===== config.mk =====
export PLATFORM = sky130hd
export DESIGN_NAME = srt_top
export DESIGN_NICKNAME = d
export VERILOG_FILES = /design/src/srt_pkg.sv /design/src/srt_top.sv
export VERILOG_INCLUDE_DIRS = /design/src
export SDC_FILE = /design/constraint.sdc
export NUM_CORES = 1
export LEC_CHECK = 0
export BUFFER_PORTS_ARGS = -buffer_cell sky130_fd_sc_hd__buf_2
export CORE_MARGIN = 3
export CORE_UTILIZATION = 50
export DETAILED_ROUTE_END_ITERATION = 10
export PLACE_DENSITY_LB_ADDON = 0.3
export SLEW_MARGIN = 30
export SYNTH_ARGS = -nofsm -noshare
export SYNTH_HDL_FRONTEND = slang
export SYNTH_SLANG_ARGS = --single-unit
export TNS_END_PERCENT = 100

===== constraint.sdc =====
create_clock -name pclk -period 4.15 [get_ports pclk]
set_clock_uncertainty 0.2 [all_clocks]
set_input_delay 0.6225 -clock pclk [delete_from_list [all_inputs] [get_ports pclk]]
set_output_delay 0.6225 -clock pclk [all_outputs]
set_load 0.02 [all_outputs]

===== src/srt_cfg.svh =====
// Register map, field positions, reset values and timing counts
//
// Functional notes
// - Control bit 2 enables alarm matching; 0 turns the alarm off.
// - Control bit 0 runs timekeeping; 0 stops it.
// - Reserved bits ignore writes and read as zero.
// - Seconds count is 32-bit RW, +1 per tick while run enable is 1.
// - No reset touches the seconds count.
// - Alarm flag sets when seconds equal alarm with alarm and run enabled.
// - Seconds alarm is RW and never reset.
// - Regulator bit 31 locks the register; software alone sets it.
// - Every reset type clears the regulator lock.
// - Regulator bits 15:0 give base; tick every base+1 slow cycles.
// - Bits 25:16 give adjust; that many of 1024 intervals last base+2.
// - Power bit 0 drives the power output; 1 means main power off.
// - Device sets the power-down bit itself on unexplained power loss.
// - While powered down, only tick flag and tick enable accept writes.
// - Pad reset and hibernate reset clear the power-down bit.
// - Writes settle in 35 to 65 us; settled flag reads 0 meanwhile.
// - Control bit 6 sets per tick while running; writing 0 clears it.
// - Control bit 3 raises the interrupt while the alarm flag is set.
`ifndef SRT_CFG_SVH
`define SRT_CFG_SVH

`define SRT_OFF_CTRL 8'h00
`define SRT_OFF_SEC 8'h04
`define SRT_OFF_ALM 8'h08
`define SRT_OFF_REG 8'h0c
`define SRT_OFF_PWR 8'h20

`define SRT_B_RUN 0
`define SRT_B_AE 2
`define SRT_B_AIE 3
`define SRT_B_AF 4
`define SRT_B_TIE 5
`define SRT_B_TF 6
`define SRT_B_WRITE_SETTLED_FLAG 7
`define SRT_B_LOCK 31

`define SRT_CTRL_RST 32'h00000081
`define SRT_BASE_RST 16'h7fff
`define SRT_ADJ_RST 10'h000

`define SRT_CLK_NS 8
`define SRT_SETTLE_US 35
`define SRT_SETTLE_CYC ((`SRT_SETTLE_US * 1000 + `SRT_CLK_NS - 1) / `SRT_CLK_NS)

`endif


===== src/srt_pkg.sv =====
// Types shared by the seconds clock block
package srt_pkg;

  typedef struct packed {
    logic lock;
    logic [9:0] adj;
    logic [15:0] base;
  } srt_regu_s;

  typedef struct packed {
    logic tf;
    logic tie;
    logic af;
    logic alarm_irq_enable;
    logic ae;
    logic run;
  } srt_ctrl_s;

  typedef enum logic [1:0] {
    SRT_WR_IDLE = 2'b01,
    SRT_WR_SETTLE = 2'b10
  } srt_wr_e;

endpackage


===== src/srt_top.sv =====
// Seconds clock with tick regulator, alarm and power-down control
//
// The implementer's own choices: register access over APB and the register offsets.
`timescale 1ns/100ps
`default_nettype none
`include "srt_cfg.svh"

module srt_top
  import srt_pkg::*;
#(
  parameter int SETTLE_CYC = `SRT_SETTLE_CYC
) (
  // Clock and reset
  input wire logic pclk,
  input wire logic presetn,
  // APB slave
  input wire logic psel,
  input wire logic penable,
  input wire logic pwrite,
  input wire logic [7:0] paddr,
  input wire logic [31:0] pwdata,
  output logic [31:0] prdata,
  output logic pready,
  output logic pslverr,
  // Asynchronous pins
  input wire logic clk_32k,
  input wire logic hib_reset_n,
  input wire logic wdt_reset_n,
  input wire logic main_power_lost,
  // Outputs
  output logic main_power_on_output,
  output logic rtc_irq
);

  localparam logic [31:0] SETTLE_LAST = 32'(SETTLE_CYC - 1);
  localparam logic [31:0] CTRL_RST = `SRT_CTRL_RST;

  // Pin synchronisers
  // Pins come from other domains; only the second stage reads the first stage
  logic [3:0] pin_in;
  logic [3:0] sync1_r;
  logic [3:0] sync2_r;
  logic clk32_d_r;
  logic edge32;
  logic hib_rst;
  logic wdt_rst;
  logic pwr_lost;

  assign pin_in = {main_power_lost, ~wdt_reset_n, ~hib_reset_n, clk_32k};

  genvar gi;
  generate
    for (gi = 0; gi < 4; gi++) begin : g_sync
      always_ff @(posedge pclk or negedge presetn) begin
        if (!presetn) begin
          sync1_r[gi] <= 1'b0;
          sync2_r[gi] <= 1'b0;
        end else begin
          sync1_r[gi] <= pin_in[gi];
          sync2_r[gi] <= sync1_r[gi];
        end
      end
    end
  endgenerate

  always_ff @(posedge pclk or negedge presetn) begin
    if (!presetn) begin
      clk32_d_r <= 1'b0;
    end else begin
      clk32_d_r <= sync2_r[0];
    end
  end

  // Slow clock edge is seen two to three bus cycles late
  assign edge32 = sync2_r[0] & ~clk32_d_r;
  assign hib_rst = sync2_r[1];
  assign wdt_rst = sync2_r[2];
  assign pwr_lost = sync2_r[3];

  // State
  srt_ctrl_s ctrl_r;
  srt_regu_s regu_r;
  logic [31:0] sec_r;
  logic [31:0] alm_r;
  logic pd_r;
  srt_wr_e wst_r;
  logic [31:0] settle_r;
  logic [7:0] pend_addr_r;
  logic [31:0] pend_data_r;
  logic [16:0] cyc_r;
  logic [9:0] tcnt_r;
  logic tick_r;

  // Bus decode
  logic hit;
  logic access;
  logic wr_go;
  logic apply;
  logic slow_ok;
  logic [16:0] limit;
  logic [31:0] rd_nxt;
  logic land;
  logic sec_land;
  logic alm_land;
  logic reg_land;
  logic pwr_land;

  always_comb begin
    unique case (paddr)
      `SRT_OFF_CTRL,
      `SRT_OFF_SEC,
      `SRT_OFF_ALM,
      `SRT_OFF_REG,
      `SRT_OFF_PWR: hit = 1'b1;
      default: hit = 1'b0;
    endcase
  end

  assign access = psel & penable & pready;
  assign wr_go = access & pwrite & hit;
  // A write while another settles is dropped; software must poll first
  assign slow_ok = wr_go & (wst_r == SRT_WR_IDLE) & ~pd_r;
  assign apply = (wst_r == SRT_WR_SETTLE) && (settle_r == SETTLE_LAST);
  // Power loss mid-settle drops the word instead of letting it land
  assign land = apply & ~pd_r;
  assign sec_land = land && pend_addr_r == `SRT_OFF_SEC;
  assign alm_land = land && pend_addr_r == `SRT_OFF_ALM;
  assign reg_land = land && pend_addr_r == `SRT_OFF_REG;
  assign pwr_land = land && pend_addr_r == `SRT_OFF_PWR;

  // Answer one cycle after setup so every bus output is a flop
  // Reads latch at setup: prdata shows the value before the access
  always_ff @(posedge pclk or negedge presetn) begin
    if (!presetn) begin
      pready <= 1'b0;
      pslverr <= 1'b0;
      prdata <= 32'h0;
    end else if (psel && !penable) begin
      pready <= 1'b1;
      pslverr <= ~hit;
      prdata <= pwrite ? 32'h0 : rd_nxt;
    end else begin
      pready <= 1'b0;
      pslverr <= 1'b0;
    end
  end

  always_comb begin
    rd_nxt = 32'h0;
    unique case (paddr)
      `SRT_OFF_CTRL: begin
        rd_nxt[`SRT_B_RUN] = ctrl_r.run;
        rd_nxt[`SRT_B_AE] = ctrl_r.ae;
        rd_nxt[`SRT_B_AIE] = ctrl_r.alarm_irq_enable;
        rd_nxt[`SRT_B_AF] = ctrl_r.af;
        rd_nxt[`SRT_B_TIE] = ctrl_r.tie;
        rd_nxt[`SRT_B_TF] = ctrl_r.tf;
        rd_nxt[`SRT_B_WRITE_SETTLED_FLAG] = (wst_r == SRT_WR_IDLE);
      end
      `SRT_OFF_SEC: rd_nxt = sec_r;
      `SRT_OFF_ALM: rd_nxt = alm_r;
      `SRT_OFF_REG: begin
        rd_nxt[`SRT_B_LOCK] = regu_r.lock;
        rd_nxt[25:16] = regu_r.adj;
        rd_nxt[15:0] = regu_r.base;
      end
      `SRT_OFF_PWR: begin
        rd_nxt[0] = pd_r;
      end
      default: rd_nxt = 32'h0;
    endcase
  end

  // Slow write path: hold the word until it has settled
  always_ff @(posedge pclk or negedge presetn) begin
    if (!presetn) begin
      wst_r <= SRT_WR_IDLE;
      settle_r <= 32'h0;
      pend_addr_r <= 8'h0;
      pend_data_r <= 32'h0;
    end else if (hib_rst) begin
      // Hibernate reset discards a word still settling
      wst_r <= SRT_WR_IDLE;
      settle_r <= 32'h0;
    end else begin
      unique case (wst_r)
        SRT_WR_IDLE: begin
          settle_r <= 32'h0;
          if (slow_ok) begin
            wst_r <= SRT_WR_SETTLE;
            pend_addr_r <= paddr;
            pend_data_r <= pwdata;
          end
        end
        SRT_WR_SETTLE: begin
          settle_r <= settle_r + 32'h1;
          if (apply) begin
            wst_r <= SRT_WR_IDLE;
          end
        end
      endcase
    end
  end

  // Tick regulator; 17-bit count so the longest interval still ends
  logic long_ivl;
  logic ivl_end;

  assign long_ivl = tcnt_r < regu_r.adj;
  assign limit = {1'b0, regu_r.base} + {16'h0, long_ivl};
  assign ivl_end = edge32 && (cyc_r >= limit);

  always_ff @(posedge pclk or negedge presetn) begin
    if (!presetn) begin
      cyc_r <= 17'h0;
      tcnt_r <= 10'h0;
      tick_r <= 1'b0;
    end else begin
      tick_r <= ivl_end;
      if (ivl_end) begin
        cyc_r <= 17'h0;
        tcnt_r <= tcnt_r + 10'h1;
      end else if (edge32) begin
        cyc_r <= cyc_r + 17'h1;
      end
    end
  end

  // Regulator register: lock cleared by every reset
  always_ff @(posedge pclk or negedge presetn) begin
    if (!presetn) begin
      regu_r.lock <= 1'b0;
      regu_r.adj <= `SRT_ADJ_RST;
      regu_r.base <= `SRT_BASE_RST;
    end else if (hib_rst || wdt_rst) begin
      regu_r.lock <= 1'b0;
    end else if (reg_land && !regu_r.lock) begin
      regu_r.lock <= pend_data_r[`SRT_B_LOCK];
      regu_r.adj <= pend_data_r[25:16];
      regu_r.base <= pend_data_r[15:0];
    end
  end

  // Seconds and alarm keep their value across every reset
  always_ff @(posedge pclk) begin
    if (sec_land) begin
      sec_r <= pend_data_r;
    end else if (tick_r && ctrl_r.run) begin
      sec_r <= sec_r + 32'h1;
    end
  end

  always_ff @(posedge pclk) begin
    if (alm_land) begin
      alm_r <= pend_data_r;
    end
  end

  // Control register; watchdog reset leaves it alone
  logic ctl_wr;
  logic ctl_apply;
  logic alarm_hit;
  logic af_clr;
  logic tf_clr;

  assign ctl_wr = wr_go && paddr == `SRT_OFF_CTRL;
  assign ctl_apply = land && pend_addr_r == `SRT_OFF_CTRL;
  assign alarm_hit = (sec_r == alm_r) & ctrl_r.ae & ctrl_r.run;
  // Flag clears bypass the settle path; power-down blocks alarm flag clears but not sets
  assign af_clr = ctl_wr && !pd_r && !pwdata[`SRT_B_AF];
  assign tf_clr = ctl_wr && !pwdata[`SRT_B_TF];

  always_ff @(posedge pclk or negedge presetn) begin
    if (!presetn) begin
      ctrl_r.run <= CTRL_RST[`SRT_B_RUN];
      ctrl_r.ae <= CTRL_RST[`SRT_B_AE];
      ctrl_r.alarm_irq_enable <= CTRL_RST[`SRT_B_AIE];
    end else if (hib_rst) begin
      ctrl_r.run <= CTRL_RST[`SRT_B_RUN];
      ctrl_r.ae <= CTRL_RST[`SRT_B_AE];
      ctrl_r.alarm_irq_enable <= CTRL_RST[`SRT_B_AIE];
    end else if (ctl_apply) begin
      ctrl_r.run <= pend_data_r[`SRT_B_RUN];
      ctrl_r.ae <= pend_data_r[`SRT_B_AE];
      ctrl_r.alarm_irq_enable <= pend_data_r[`SRT_B_AIE];
    end
  end

  // Flag bits: writes take effect at once, a set beats a clear
  always_ff @(posedge pclk or negedge presetn) begin
    if (!presetn) begin
      ctrl_r.af <= CTRL_RST[`SRT_B_AF];
      ctrl_r.tf <= CTRL_RST[`SRT_B_TF];
      ctrl_r.tie <= CTRL_RST[`SRT_B_TIE];
    end else if (hib_rst) begin
      ctrl_r.af <= CTRL_RST[`SRT_B_AF];
      ctrl_r.tf <= CTRL_RST[`SRT_B_TF];
      ctrl_r.tie <= CTRL_RST[`SRT_B_TIE];
    end else begin
      if (alarm_hit) begin
        ctrl_r.af <= 1'b1;
      end else if (af_clr) begin
        ctrl_r.af <= 1'b0;
      end
      if (tick_r && ctrl_r.run) begin
        ctrl_r.tf <= 1'b1;
      end else if (tf_clr) begin
        ctrl_r.tf <= 1'b0;
      end
      if (ctl_wr) begin
        ctrl_r.tie <= pwdata[`SRT_B_TIE];
      end
    end
  end

  // Power-down bit; watchdog reset does not clear it
  always_ff @(posedge pclk or negedge presetn) begin
    if (!presetn) begin
      pd_r <= 1'b0;
    end else if (pwr_lost) begin
      // Loss beats a hibernate clear: the supply is still down
      pd_r <= 1'b1;
    end else if (hib_rst) begin
      pd_r <= 1'b0;
    end else if (pwr_land) begin
      pd_r <= pend_data_r[0];
    end
  end

  // Pin outputs from flops
  logic alarm_irq;
  logic tick_irq;

  assign alarm_irq = ctrl_r.af & ctrl_r.alarm_irq_enable;
  assign tick_irq = ctrl_r.tf & ctrl_r.tie;

  always_ff @(posedge pclk or negedge presetn) begin
    if (!presetn) begin
      main_power_on_output <= 1'b0;
      rtc_irq <= 1'b0;
    end else begin
      main_power_on_output <= pd_r;
      rtc_irq <= alarm_irq | tick_irq;
    end
  end

endmodule
`default_nettype wire


[After elaboration in Yosys (flattened, before gate mapping)]
Cells that the tools add are included.
Operators by class
  reduce and logical (&&, ||, !) cells: 34
  add/sub/neg operators: 5
  order comparisons: 2
  eq/ne operators: 14
  multiplexer cells: 33
  bitwise operators: 20
Operators by type and width (count)
  32-bit two-way mux: 4
  32-bit by 1-bit adder with 32-bit output (second input constant): 2
  32-bit case mux with 2 select lines: 1
  18-bit case mux with 3 select lines: 1
  17-bit two-way mux: 2
  32-bit by 13-bit == test with 1-bit output (second input constant): 1
  32-bit == test: 1
  8-bit by 4-bit == test with 1-bit output (second input constant): 4
  27-bit two-way mux: 1
  6-bit case mux with 4 select lines: 1
  16-bit by 1-bit adder with 17-bit output: 1
  17-bit by 1-bit adder with 17-bit output (second input constant): 1
  17-bit >= comparator: 1
  8-bit by 3-bit == test with 1-bit output (second input constant): 2
  8-bit by 6-bit == test with 1-bit output (second input constant): 2
  8-bit logical NOT: 2
  1-bit logical AND: 14
  1-bit bitwise AND: 12
  1-bit two-way mux: 12
  10-bit by 1-bit adder with 10-bit output (second input constant): 1
  10-bit less-than comparator: 1
  5-bit case mux with 2 select lines: 1
  2-bit nonzero test: 5
  3-bit two-way mux: 3
  15 further kinds: 32
Word-level totals
  word-level logic and storage cells: 141
  input port bits: 49
  bits in registers: 245
  output and inout bits: 36

[Depth between registers and ports, before layout]
Gate-level depths: netlist (run 1).
  depth in word-level cells: 10
  gate-level depth with buffers: 21
  mapped depth without buffers: 20

[Least setup slack after synthesis (run 1)]
OpenSTA, ideal clock, no wires.
  kind: reg2reg
  start point: register tcnt_r[1]
  end point: register cyc_r[10]
  buffers on the path: 2
  arrival time: 3859 ps
  setup time: 132 ps
  setup slack: -41 ps
  period minus slack after synthesis: 4191 ps
  data required time: 3818 ps
  stages on the path, launching flop included: 21
  cells stage by stage: dfrtp_1 -> ha_1 -> a21o_1 -> a21o_1 -> a21oi_1 -> o21ai_0 -> a221oi_1 -> ha_1 -> ha_1 -> nand3_1 -> nor2_1 -> nand3_1 -> xor2_1 -> ha_1 -> nand4_1 -> nor3_1 -> a2bb2oi_1 -> a31oi_1 -> buf_2 -> buf_1 -> nor2_1
Between the ends
  cells in the longest elaborated chain, start to end: 5
  elaborated cells on any way between the ends: 6
  those cells by class: add/sub: 1; order compare: 2; mux: 1; reduce/logical: 2
RTL lines
  from (decl): line srt_top.sv:91  | logic [9:0] tcnt_r;
  from (signal assigned): line srt_top.sv:222  | tcnt_r <= tcnt_r + 10'h1;
  10-bit less-than comparator (*): line srt_top.sv:209  | assign long_ivl = tcnt_r < regu_r.adj;
  16-bit by 1-bit adder with 17-bit output (*): line srt_top.sv:210  | assign limit = {1'b0, regu_r.base} + {16'h0, long_ivl};
  17-bit >= comparator (*): line srt_top.sv:211  | assign ivl_end = edge32 && (cyc_r >= limit);
  1-bit logical AND (*): line srt_top.sv:211
  named net ivl_end: line srt_top.sv:207  | logic ivl_end;
  17-bit two-way mux or 2-bit nonzero test (tied branches)
  to (signal assigned): line srt_top.sv:224  | cyc_r <= cyc_r + 17'h1;
  to (decl): line srt_top.sv:90  | logic [16:0] cyc_r;
Mark *: on every way through the listed nets, which the timed path passes. The rest lies on a longest branch.
A chain may end at the register's enable or synchronous reset.

[Worst setup path after layout (run 1)]
  start point: register tcnt_r[1]
  end point: register tcnt_r[1]
Between the ends
  cells in the longest elaborated chain, start to end: 4
  elaborated cells on any way between the ends: 5
  those cells by class: add/sub: 2; order compare: 2; reduce/logical: 1
RTL lines (line)
  10-bit less-than comparator: srt_top.sv:209
  16-bit by 1-bit adder with 17-bit output: srt_top.sv:210
  17-bit >= comparator: srt_top.sv:211
  1-bit logical AND: srt_top.sv:211
Several ways; a longest one is shown, not always the timed one.

==> results of run 1 <==
-- cell families after synthesis --
| kind of cell | count (synthesis) |
|---|---|
| flops | 245 |
| fa+ha+maj | 33 |
| compound gates | 144 |
| buf+inv | 70 |
| simple gates | 342 |
| mux | 94 |
| xor+xnor | 123 |
-- sequential cells by signal, summed over array words and instances (netlist names), 2 cells and up --
name / flops
alm_r: 32
pend_data_r: 32
prdata: 32
sec_r: 32
settle_r: 32
regu_r: 27
cyc_r: 17
tcnt_r: 10
pend_addr_r: 8
ctrl_r: 6
sync1_r: 4
wst_r: 2
-- what timing repair did --
item	4_1_cts	5_1_grt
endpoints found under the hold margin	84	0
endpoints found under the setup margin	27	28
pin swaps	19	13
gates resized for setup	23	23
hold buffers	3	0
gates cloned	0	1
buffers inserted	2	6
-- layout make-up --
cell class	count	area share, %
clock buffers	38	5.305
clock inverters	10	0.4354
inverters	25	0.6665
multi-input cells	736	38.39
flip-flops and latches	245	45.97
well taps	319	2.835
repair buffers	137	6.398
-- metal layers --
metal	global-route usage (%)	wire (µm)
met1	32.18	12910
met2	36.42	14020
met3	2.940	1530
met4	5.553	519
met5	0	0
-- Yosys cell counts, types with 6 or more instances --
| cell | instances |
|---|---|
| and4_1 | 9 |
| nor2_1 | 97 |
| dfstp_2 | 17 |
| o21ai_0 | 21 |
| a21oi_1 | 47 |
| dfrtp_1 | 164 |
| xor2_1 | 76 |
| o21ai_1 | 17 |
| nor4_1 | 14 |
| nor3_1 | 14 |
| mux2_1 | 35 |
| a22oi_1 | 25 |
| edfxtp_1 | 64 |
| ha_1 | 33 |
| mux2_2 | 49 |
| nand3_1 | 40 |
| clkbuf_1 | 31 |
| nand4_1 | 35 |
| a22o_1 | 10 |
| xnor2_1 | 47 |
| buf_2 | 6 |
| or3_1 | 9 |
| and3_1 | 18 |
| nand2_1 | 72 |
| inv_1 | 25 |
| nor2b_1 | 9 |
-- per-stage QoR --
step / power (mW) / hold WS (ns)
3_3_place_gp: 3.600 / 0.1329
2_1_floorplan: 3.283 / 0.1269
5_1_grt: 6.201 / 0.02224
4_1_cts: 5.873 / 0.01347
3_5_place_dp: 3.624 / 0.1371
6_report: 5.940 / 0.02891
-- power breakdown --
part           switching (mW)  internal [mW]  total, mW
Clock                   0.949           1.25       2.20
Sequential              0.161           2.64       2.80
Combinational           0.496          0.442      0.937
Total                    1.61           4.33       5.94
-- final timing paths --
kind	start	endpoint	slack (ns)	cells past startpoint
worst max-delay path	tcnt_r[1]$_DFFE_PN0P_	tcnt_r[1]$_DFFE_PN0P_	-0.1	20
worst min-delay path	wdt_reset_n	sync1_r[2]$_DFF_PN0_	0.03	2
worst max register to register	tcnt_r[1]$_DFFE_PN0P_	tcnt_r[1]$_DFFE_PN0P_	-0.1	20
worst min register to register	sync1_r[3]$_DFF_PN0_	pwr_lost$_DFF_PN0_	0.15	0
max in group asynchronous	presetn	regu_r[1]$_DFFE_PN1P_	2.36	3
min in group asynchronous	presetn	cyc_r[12]$_DFFE_PN0P_	0.52	2
==> impl_results.md, run 1 <==
* Status: finished, violations left
* Failing checks: setup timing
* Synth top area share at 34.19%
* Top_reg_cell synth: dfrtp_1
* Final worst slack at -0.09683 ns
* P_leak at 6.086 nW
* Netlist cell types at 61
* Worst path arrival time at about 4.5 ns
* Initial DRC count at 677
* # placed instances at 1451
* Post-synth EDFFs at 64
* Hpwl dp at 20020 µm
* Clock latency at the later pin of the worst-skew pair at 0.54 ns
* Max Slew Vio Count at 0
* Core area at 0.02354 mm²
* Clock Path Buffers at 3
* Gr usage total at ~22%
* Post-synthesis adder-cell area fraction at 3.440%
* Commonest non-fill, non-tap cell in the layout: dfrtp_1
* Largest net degree at the start of global routing at 86
* # port buffers at 84
* DR pass1 iterations at 5
* Max VDD drop at 0.3159 mV
* ANT nets after route at 0
* Worst Path Required at roughly 4.4 ns
* Top cell type by total area after synthesis: dfrtp_1
* Final setup viols at 14
* Final cell count without fillers at 1510
* Yosys warning count at 0
* CTS tree: built
* Fin nets at 1253
* CP top delay family: compound AO/OA/AOI/OAI gates
* Pre-CTS setup slack at -0.3342 ns
* Worst path slowest cell: dfrtp_1
* Worst Hold Class: in2reg
* Placed instance area at between 0.01 and 0.015 mm²
* Crit path buf inv count at 2
* Initial Util at 50.98%
* DR vias at roughly 8600
* Clk sinks at 245
* Minimum clock period at 4.247 ns
* Routed length per instance at 19.19 µm
* Floorplan row count at 56
* Area occupied by multi-input gates at 0.005405 mm²
* Crit-path cells: ha_1, a21o_1, a21o_1, a21oi_2, o21ai_2, a221oi_2, ha_2, and3_4, and2_4, and3_4, nand2_2, xor2_1, ha_1, nand4_1, buf_4, nor2_4, o31ai_2, a31oi_2, buf_6, mux2_4
* #FFs+latches synth at 245
* Die span in x at approximately 160 µm
* Area delta synth->final at 17.30%
* Crit. End Element: flip-flop
* Synth Area in Compound Gates at 7.391%
* Final period util at 102.3%
* Asr flop ratio synth at 73.88%
* Drt total wl at 28980 µm
* Clock transition at path regs at 0.06 ns
* RSZ-0062 raised after global routing: yes
* GPL Wtd Cong at 0.8792
* Max Fclk at 235.5 MHz
* Via density at approximately 5.7
* Mux share of post-synthesis cell area at 9.236%
* Diodes inserted at 0
* Synthesized area per cell at between 10 and 15 µm²
* Synth Area in Simple Gates at 14.47%
* Headroom to the max-slew limit at between 40% and 50%
* Overflow after GRT at 0
* First-pass GRT wire length at approximately 47000 µm
* # DRC at 0
* Sequential cell area at approximately 0.0065 mm²
* Initial antenna violation count at 0
* Boundary Pins at 85
* Share of cells above drive strength 1 at 23.76%
* Worst-Margin Slew at slightly above 0.8 ns
* Delay of the slowest critical-path stage at 0.38 ns
* Post-Syn Area at 0.01200 mm²
* Sequential area share after synthesis at 53.92%
* Fin. Hold Viols at 0
* Max Cap Viol at 0
* Syn Inst Count at 1051
* Post-synthesis xor/xnor area fraction at 8.975%
* Die Area at roughly 0.026 mm²
* Largest family of logic cells by synthesized area: simple AND/OR/NAND/NOR gates
* Most frequent cells in the layout: dfrtp_1, nor2_1, buf_2
* Setup crit start kind: flip-flop
* Synthesized net count at 1133
* Finished Cell Area at 0.01408 mm²
* Setup_tns at -0.3782 ns
* CTS root buffer: clkbuf_16
* Num CTS Buffers at 26
* FILL cells at 1996
* Core Util, Final at 59.81%
* Synth top area cells: dfrtp_1, edfxtp_1, xor2_1, mux2_2, dfstp_2
* CP Class: reg2reg
* Die Height at 160.9 µm
* Vias in the first global route at approximately 8600
* Critical Path Fanout Max at 7
* Pwr/cell area at 421.9 mW/mm²
* Depth of the CTS H-tree at 1
Note: power is estimated with default switching activity, not from simulation.
==> run 2: changes to the inputs <==
--- a/config.mk
+++ b/config.mk
@@ -6,7 +6,9 @@
 export SDC_FILE = /design/constraint.sdc
 export NUM_CORES = 1
 export LEC_CHECK = 0
+export ABC_AREA = 1
 export BUFFER_PORTS_ARGS = -buffer_cell sky130_fd_sc_hd__buf_2
+export CAP_MARGIN = 20
 export CORE_MARGIN = 3
 export CORE_UTILIZATION = 50
 export DETAILED_ROUTE_END_ITERATION = 10
==> run 2 against run 1 <==
Effect of this change: clock-buffer cell count rose by 2; global-route usage rose by 3.7 points; register-to-register slack improved by 0.20 ns; the run ends with hold timing left; area after synthesis rose by 15%; via count rose by 45%; die area rose by 15%; cell count rose by 54%; worst hold slack got worse by 0.063 ns; largest power group unchanged.
==> impl_results.md, run 2 <==
* Top_reg_cell synth: dfrtp_1
* Final cell count without fillers at ~2300
* DR vias at between 10000 and 15000
* Sequential area share after synthesis at 46.76%
* Commonest non-fill, non-tap cell in the layout: nand2_1
* Top cell type by total area after synthesis: dfrtp_1
* Synth top area cells: dfrtp_1, nand2_1, edfxtp_1, inv_1, nor2_1
* Diodes inserted at 0
* Initial DRC count at 1311
* Top-count cell post-synth: nand2_1
* Final period util at 97.50%
* Gr usage total at between 20% and 30%
* Drt total wl at 38990 µm
* Minimum clock period at 4.046 ns
* Die Height at 172.4 µm
* Final total power at 6.365 mW
* Headroom to the max-slew limit at 36.56%
* Asr flop ratio synth at 73.88%
* #FFs+latches synth at 245
* Worst Path Required at ~4.4 ns
* Max Fclk at 247.1 MHz
* Syn Inst Count at around 1800
* Die Area at 0.02972 mm²
* Finished Cell Area at between 0.015 and 0.02 mm²
* Clock Path Buffers at 3
* Max VDD drop at 0.3437 mV
* GPL Wtd Cong at approximately 1.0
* Floorplan row count at 60
* Final setup viols at 0
* CP Class: reg2reg
* # placed instances at 2267
* Most frequent cells in the layout: nand2_1, inv_1, nor2_1
* CTS tree: built
* CP top delay family: simple AND/OR/NAND/NOR gates
* Initial Util at 51.08%
* First-pass GRT wire length at 61380 µm
* Fin nets at 2017
* Depth of the CTS H-tree at 1
* Share of cells above drive strength 1 at between 10% and 20%
* Synthesized area per cell at roughly 7.6 µm²
* Vias in the first global route at 11760
* Overflow after GRT at 0
* Worst path slowest cell: dfrtp_1
* Hpwl dp at 28170 µm
* # port buffers at 84
* Pwr/cell area at 395.4 mW/mm²
* Core Util, Final at 59.40%
* Core area at 0.02710 mm²
* Synthesized net count at 1893
* Worst path arrival time at between 4 and 5 ns
* Area delta synth->final at 16.29%
* # DRC at 0
* Fin. Hold Viols at 48
* Delay of the slowest critical-path stage at 0.36 ns
* Max Cap Viol at 0
* Max Slew Vio Count at 0
* Clock transition at path regs at 0.06 ns
* Hold WS at -0.03457 ns
* Post-synth EDFFs at 64
* Post-synth top cells: nand2_1, inv_1, nor2_1
* Setup crit start kind: flip-flop
* Worst Hold Class: in2async
* Routed length per instance at 16.74 µm
* Critical Path Fanout Max at 7
* Initial antenna violation count at 0
* Placed instance area at 0.01486 mm²
* CTS root buffer: clkbuf_16
* Synth top area share at between 20 and 30%
* Clock latency at the later pin of the worst-skew pair at around 0.56 ns
* Failing checks: hold timing
* Crit path buf inv count at 4
* Num CTS Buffers at 28
* Boundary Pins at 85
* ANT nets after route at 0
* Worst-Margin Slew at 0.9493 ns
* Clk sinks at between 200 and 250
* P_leak at approximately 7.9 nW
* Die span in x at 172.4 µm
* Post-Syn Area at 0.01384 mm²
* DR pass1 iterations at 5
* Crit. End Element: flip-flop
* Yosys warning count at 0
* Status: finished, violations left
* Largest net degree at the start of global routing at 96
* Via density at 5.324
* Netlist cell types at 44
-- run 2: metrics by stage --
| step | setup slack (ns) | setup TNS, ns |
|---|---|---|
| 2_1_floorplan | 0.2878 | 0 |
| 3_3_place_gp | 0.09982 | 0 |
| 3_5_place_dp | -0.08441 | -1.304 |
| 4_1_cts | 0.04207 | 0 |
| 5_1_grt | -0.1474 | -3.027 |
| 6_report | 0.1037 | 0 |
-- run 2: worst reg2reg max path, delay by kind of cell (launching register included) --
| kind | cells | cell delay (ns) |
|---|---|---|
| compound gates | 3 | 0.53 |
| fa+ha+maj | 4 | 1.00 |
| buf+inv | 4 | 0.35 |
| flops | 1 | 0.36 |
| simple gates | 15 | 1.53 |
-- run 2: final cells by class --
cell class / count / area (µm²)
Clock buffer: 40 / 807.0
Clock inverter: 12 / 101.3
Fill cell: 2462 / 11000
Inverter: 281 / 1057
Multi-Input combinational cell: 1242 / 6320
Sequential cell: 245 / 6472
Tap cell: 372 / 465.4
Timing Repair Buffer: 137 / 874.6
-- run 2: per-layer routing --
layer  GRT usage (%)  wire, µm  up-vias
met5               0         0        -
met2           40.18     17310      498
met4           10.10      1670        0
met1           37.20     17050     5793
met3           3.932      2958       99
li1                -         -     6010
-- run 2: kinds of logic (layout without fill, tap and decap cells) --
kind of cell | count (synthesis) | after routing | share of synthesized area (%)
buffers and inverters | 324 | 470 | 9.237
adder cells (fa/ha/maj) | 33 | 33 | 2.983
AO/OA/AOI/OAI | 182 | 182 | 7.249
AND/OR/NAND/NOR | 957 | 957 | 29.35
flip-flops | 245 | 245 | 46.76
XOR/XNOR | 70 | 70 | 4.429
-- run 2: final timing paths --
kind | start | to | slack, ns | depth (start not counted)
worst max-delay path | regu_r[17]$_DFFE_PN0P_ | cyc_r[15]$_DFFE_PN0P_ | 0.10 | 26
worst min-delay path | presetn | cyc_r[6]$_DFFE_PN0P_ | -0.03 | 1
worst max register to register | regu_r[17]$_DFFE_PN0P_ | cyc_r[15]$_DFFE_PN0P_ | 0.10 | 26
worst min register to register | sync1_r[0]$_DFF_PN0_ | sync2_r[0]$_DFF_PN0_ | 0.15 | 0
max in group asynchronous | presetn | prdata[21]$_DFFE_PN0P_ | 2.89 | 2
min in group pclk | pwdata[24] | pend_data_r[24]$_DFFE_PN0P_ | 0.09 | 3
-- run 2: report_power, final --
part / internal (mW) / switching, mW / total (mW) / leakage [nW]
registers: 2.66 / 0.149 / 2.81 / 2.96
logic: 0.432 / 0.693 / 1.13 / 4.49
clock network: 1.42 / 1.01 / 2.43 / 0.452
-- run 2: repair_timing --
| item | 4_1_cts | 5_1_grt |
|---|---|---|
| gates resized for setup | 2 | 55 |
| setup buffers | 0 | 5 |
| setup endpoints to repair | 24 | 28 |
| pin swaps | 0 | 24 |
| cloned | 0 | 1 |
| hold buffers | 4 | 0 |
| hold endpoints to repair | 4 | 0 |
==> run 3: changes to the inputs <==
--- a/config.mk
+++ b/config.mk
@@ -12,7 +12,7 @@
 export CORE_MARGIN = 3
 export CORE_UTILIZATION = 50
 export DETAILED_ROUTE_END_ITERATION = 10
-export PLACE_DENSITY_LB_ADDON = 0.3
+export PLACE_DENSITY = 0.7
 export SLEW_MARGIN = 30
 export SYNTH_ARGS = -nofsm -noshare
 export SYNTH_HDL_FRONTEND = slang
==> run 3 against run 2 <==
Effect of this change: the run still ends with hold timing left; register-to-register slack better by 0.08 ns; via count is 0.83% lower; critical path depth is 2 lower; clock-buffer cell count is 4 lower; worst hold slack worse by 0.00073 ns; first-iteration DRC count is 1.3% lower; clock power is 4% higher; wire length is 1.9% lower; sequential cell count stayed put; critical path type unchanged; critical endpoint is now cyc_r[2]$_DFFE_PN0P_; largest cell class unchanged.
==> impl_results.md, run 3 (synthesis results as in run 2) <==
* ANT nets after route at 0
* Pint at 4.578 mW
* Gr usage total at 25.85%
* Fin nets at just over 2000
* Headroom to the max-slew limit at 46.17%
* Setup_tns at 0 ns
* P_leak at 7.917 nW
* Max VDD drop at 0.3757 mV
* Final period util at 95.67%
* Initial Util at 51.08%
* GPL Wtd Cong at just under 1
* Die Height at 172.4 µm
* Worst Hold Class: in2async
* Gate power share at 16.7%
* Crit path buf inv count at 2
* Max Cap Viol at 0
* DR vias at 12300
* Vias in the first global route at 11670
* NetSw at 1.825 mW
* Worst-Margin Slew at 0.8074 ns
* Hpwl dp at 28130 µm
* CTS tree: built
* Drt total wl at 38260 µm
* Minimum clock period at 3.970 ns
* Power share of the clock group at about two fifths
* Most used cell along the critical path: nor2_4
* Pwr/cell area at 397.6 mW/mm²
* Sequential share of power at 43.9%
* Clk sinks at 245
* Commonest non-fill, non-tap cell in the layout: nand2_1
* Diodes inserted at 0
* # DRC at 0
* Die span in x at 172.4 µm
* Crit-path cells: ha_1, a21oi_2, o21ai_2, a211oi_2, ha_2, ha_4, nand2_4, nor2_4, nand3_2, nor2_4, nand3_2, nor2_4, nand4_1, ha_1, nand2_1, inv_1, nor2_1, o21a_1, nand2_1, nor2_2, nand2_2, nand2_4, clkinvlp_4, nor2_1
* First-pass GRT wire length at 61150 µm
* DR pass1 iterations at 5
* Floorplan row count at 60
* Num CTS Buffers at 27
* Boundary Pins at between 80 and 90
* Overflow after GRT at 0
* Hold WS at -0.03530 ns
* Delay of the slowest critical-path stage at 0.38 ns
* Routed length per instance at 16.42 µm
* Max Fclk at between 200 and 300 MHz
* Critical Path Fanout Max at 7
* Core area at 0.02710 mm²
* Finished Cell Area at between 0.015 and 0.02 mm²
* Via density at between 5 and 6
* Area delta synth->final at 16.31%
* Largest net degree at the start of global routing at 97
* Setup crit start kind: flip-flop
* Final setup viols at 0
* # port buffers at between 80 and 90
* Final total power at 6.402 mW
* Clock transition at path regs at 0.06 ns
* CP top delay family: simple AND/OR/NAND/NOR gates
* Fin. Hold Viols at 32
* Crit. End Element: flip-flop
* Clock Path Buffers at 3
* Die Area at 0.02972 mm²
* Sw frac at between 20% and 30%
* Worst Path Required at 4.41 ns
* Most frequent cells in the layout: nand2_1, inv_1, nor2_1
* Placed instance area at 0.01487 mm²
* CTS root buffer: clkbuf_16
* Final cell count without fillers at 2330
* Worst path arrival time at around 4.2 ns
* # placed instances at about 2300
* Depth of the CTS H-tree at 1
* Status: finished, violations left
* Initial antenna violation count at 0
* CP Class: reg2reg
* RSZ-0062 raised after global routing: yes
* Max Slew Vio Count at 0
* Share of cells above drive strength 1 at between 10 and 15%
* Worst path slowest cell: dfrtp_1
* Failing checks: hold timing
* Initial DRC count at 1294
* Flop-to-flop setup slack at 0.18 ns
* Clock latency at the later pin of the worst-skew pair at 0.55 ns
[run 3: cell types whose count changed in the layout (fill, tap and decap cells not counted), moves of 3 or more]
cell	previous run	this run
buf_4	45	49
clkbuf_1	7	2
clkinvlp_4	1	4
inv_1	266	270
inv_2	14	10
inv_4	3	0
nor2_1	174	182
nor2_2	17	11
[run 3: path summary, 6_finish.rpt]
check                                              end  depth (start not counted)                  start
setup / recovery                  cyc_r[2]$_DFFE_PN0P_                         24  tcnt_r[3]$_DFFE_PN0P_
hold reg to reg                      hib_rst$_DFF_PN0_                          0   sync1_r[1]$_DFF_PN0_
max in group asynchronous  pend_data_r[17]$_DFFE_PN0P_                          2                presetn
min in group pclk          pend_data_r[19]$_DFFE_PN0P_                          3             pwdata[19]
setup reg to reg                  cyc_r[2]$_DFFE_PN0P_                         24  tcnt_r[3]$_DFFE_PN0P_
hold / removal                    cyc_r[4]$_DFFE_PN0P_                          1                presetn
[run 3: routing by layer]
layer / vias to the layer above / wire length, µm / share of wire (%) / GRT usage [%]
met4: 0 / 972 / 2.5 / 6.942
met1: 5784 / 16950 / 44 / 37.11
met2: 422 / 17660 / 46 / 41.43
li1: 6024 / - / - / -
met3: 67 / 2679 / 7.0 / 3.498
met5: - / 0 / 0 / 0
[run 3: power groups by stage]
stage | registers, mW | logic, mW | clock network [mW]
final | 2.81 | 1.07 | 2.52
after global routing | 2.82 | 1.19 | 2.67
after CTS | 2.80 | 1.04 | 2.56
after detailed placement | 2.85 | 0.987 | 0
after global placement | 2.84 | 0.971 | 0
after floorplan | 2.81 | 0.642 | 0
[run 3: worst reg2reg max path, cell delays in order, from the launching register on]
cell        delay, ns
dfrtp_1          0.38
ha_1             0.32
a21oi_2          0.14
o21ai_2          0.07
a211oi_2         0.23
ha_2             0.24
ha_4             0.16
nand2_4          0.06
nor2_4           0.10
nand3_2          0.12
nor2_4           0.13
nand3_2          0.11
nor2_4           0.16
nand4_1          0.11
ha_1             0.30
nand2_1          0.08
inv_1            0.04
nor2_1           0.10
o21a_1           0.14
nand2_1          0.07
nor2_2           0.12
nand2_2          0.09
nand2_4          0.12
clkinvlp_4       0.19
nor2_1           0.13
[run 3: timing repair]
item                                    in CTS  in global routing
buffers inserted                             3                  3
pin swaps                                   13                 19
gates cloned                                 1                  0
gates resized for setup                     15                 29
hold endpoints to repair                     4                  0
hold buffers                                 4                  0
endpoints found under the setup margin      24                 28
[run 3: area by class of cell]
| type | count | area, µm² |
|---|---|---|
| Sequential cell | 245 | 6472 |
| Tap cell | 372 | 465.4 |
| Inverter | 281 | 1059 |
| Multi-Input combinational cell | 1242 | 6281 |
| Fill cell | 2498 | 11000 |
| Clock inverter | 14 | 157.7 |
| Timing Repair Buffer | 139 | 868.3 |
| Timing Repair inverter | 1 | 7.507 |
| Clock buffer | 36 | 790.8 |
[run 3: per-stage QoR]
stage	utilization [%]	worst slack [ns]
finish	59.41	0.1796
global route	59.41	-0.1020
CTS	58.81	0.006334
detailed placement	54.88	-0.2142
global placement	54.88	-0.1602
floorplan	-	0.2878
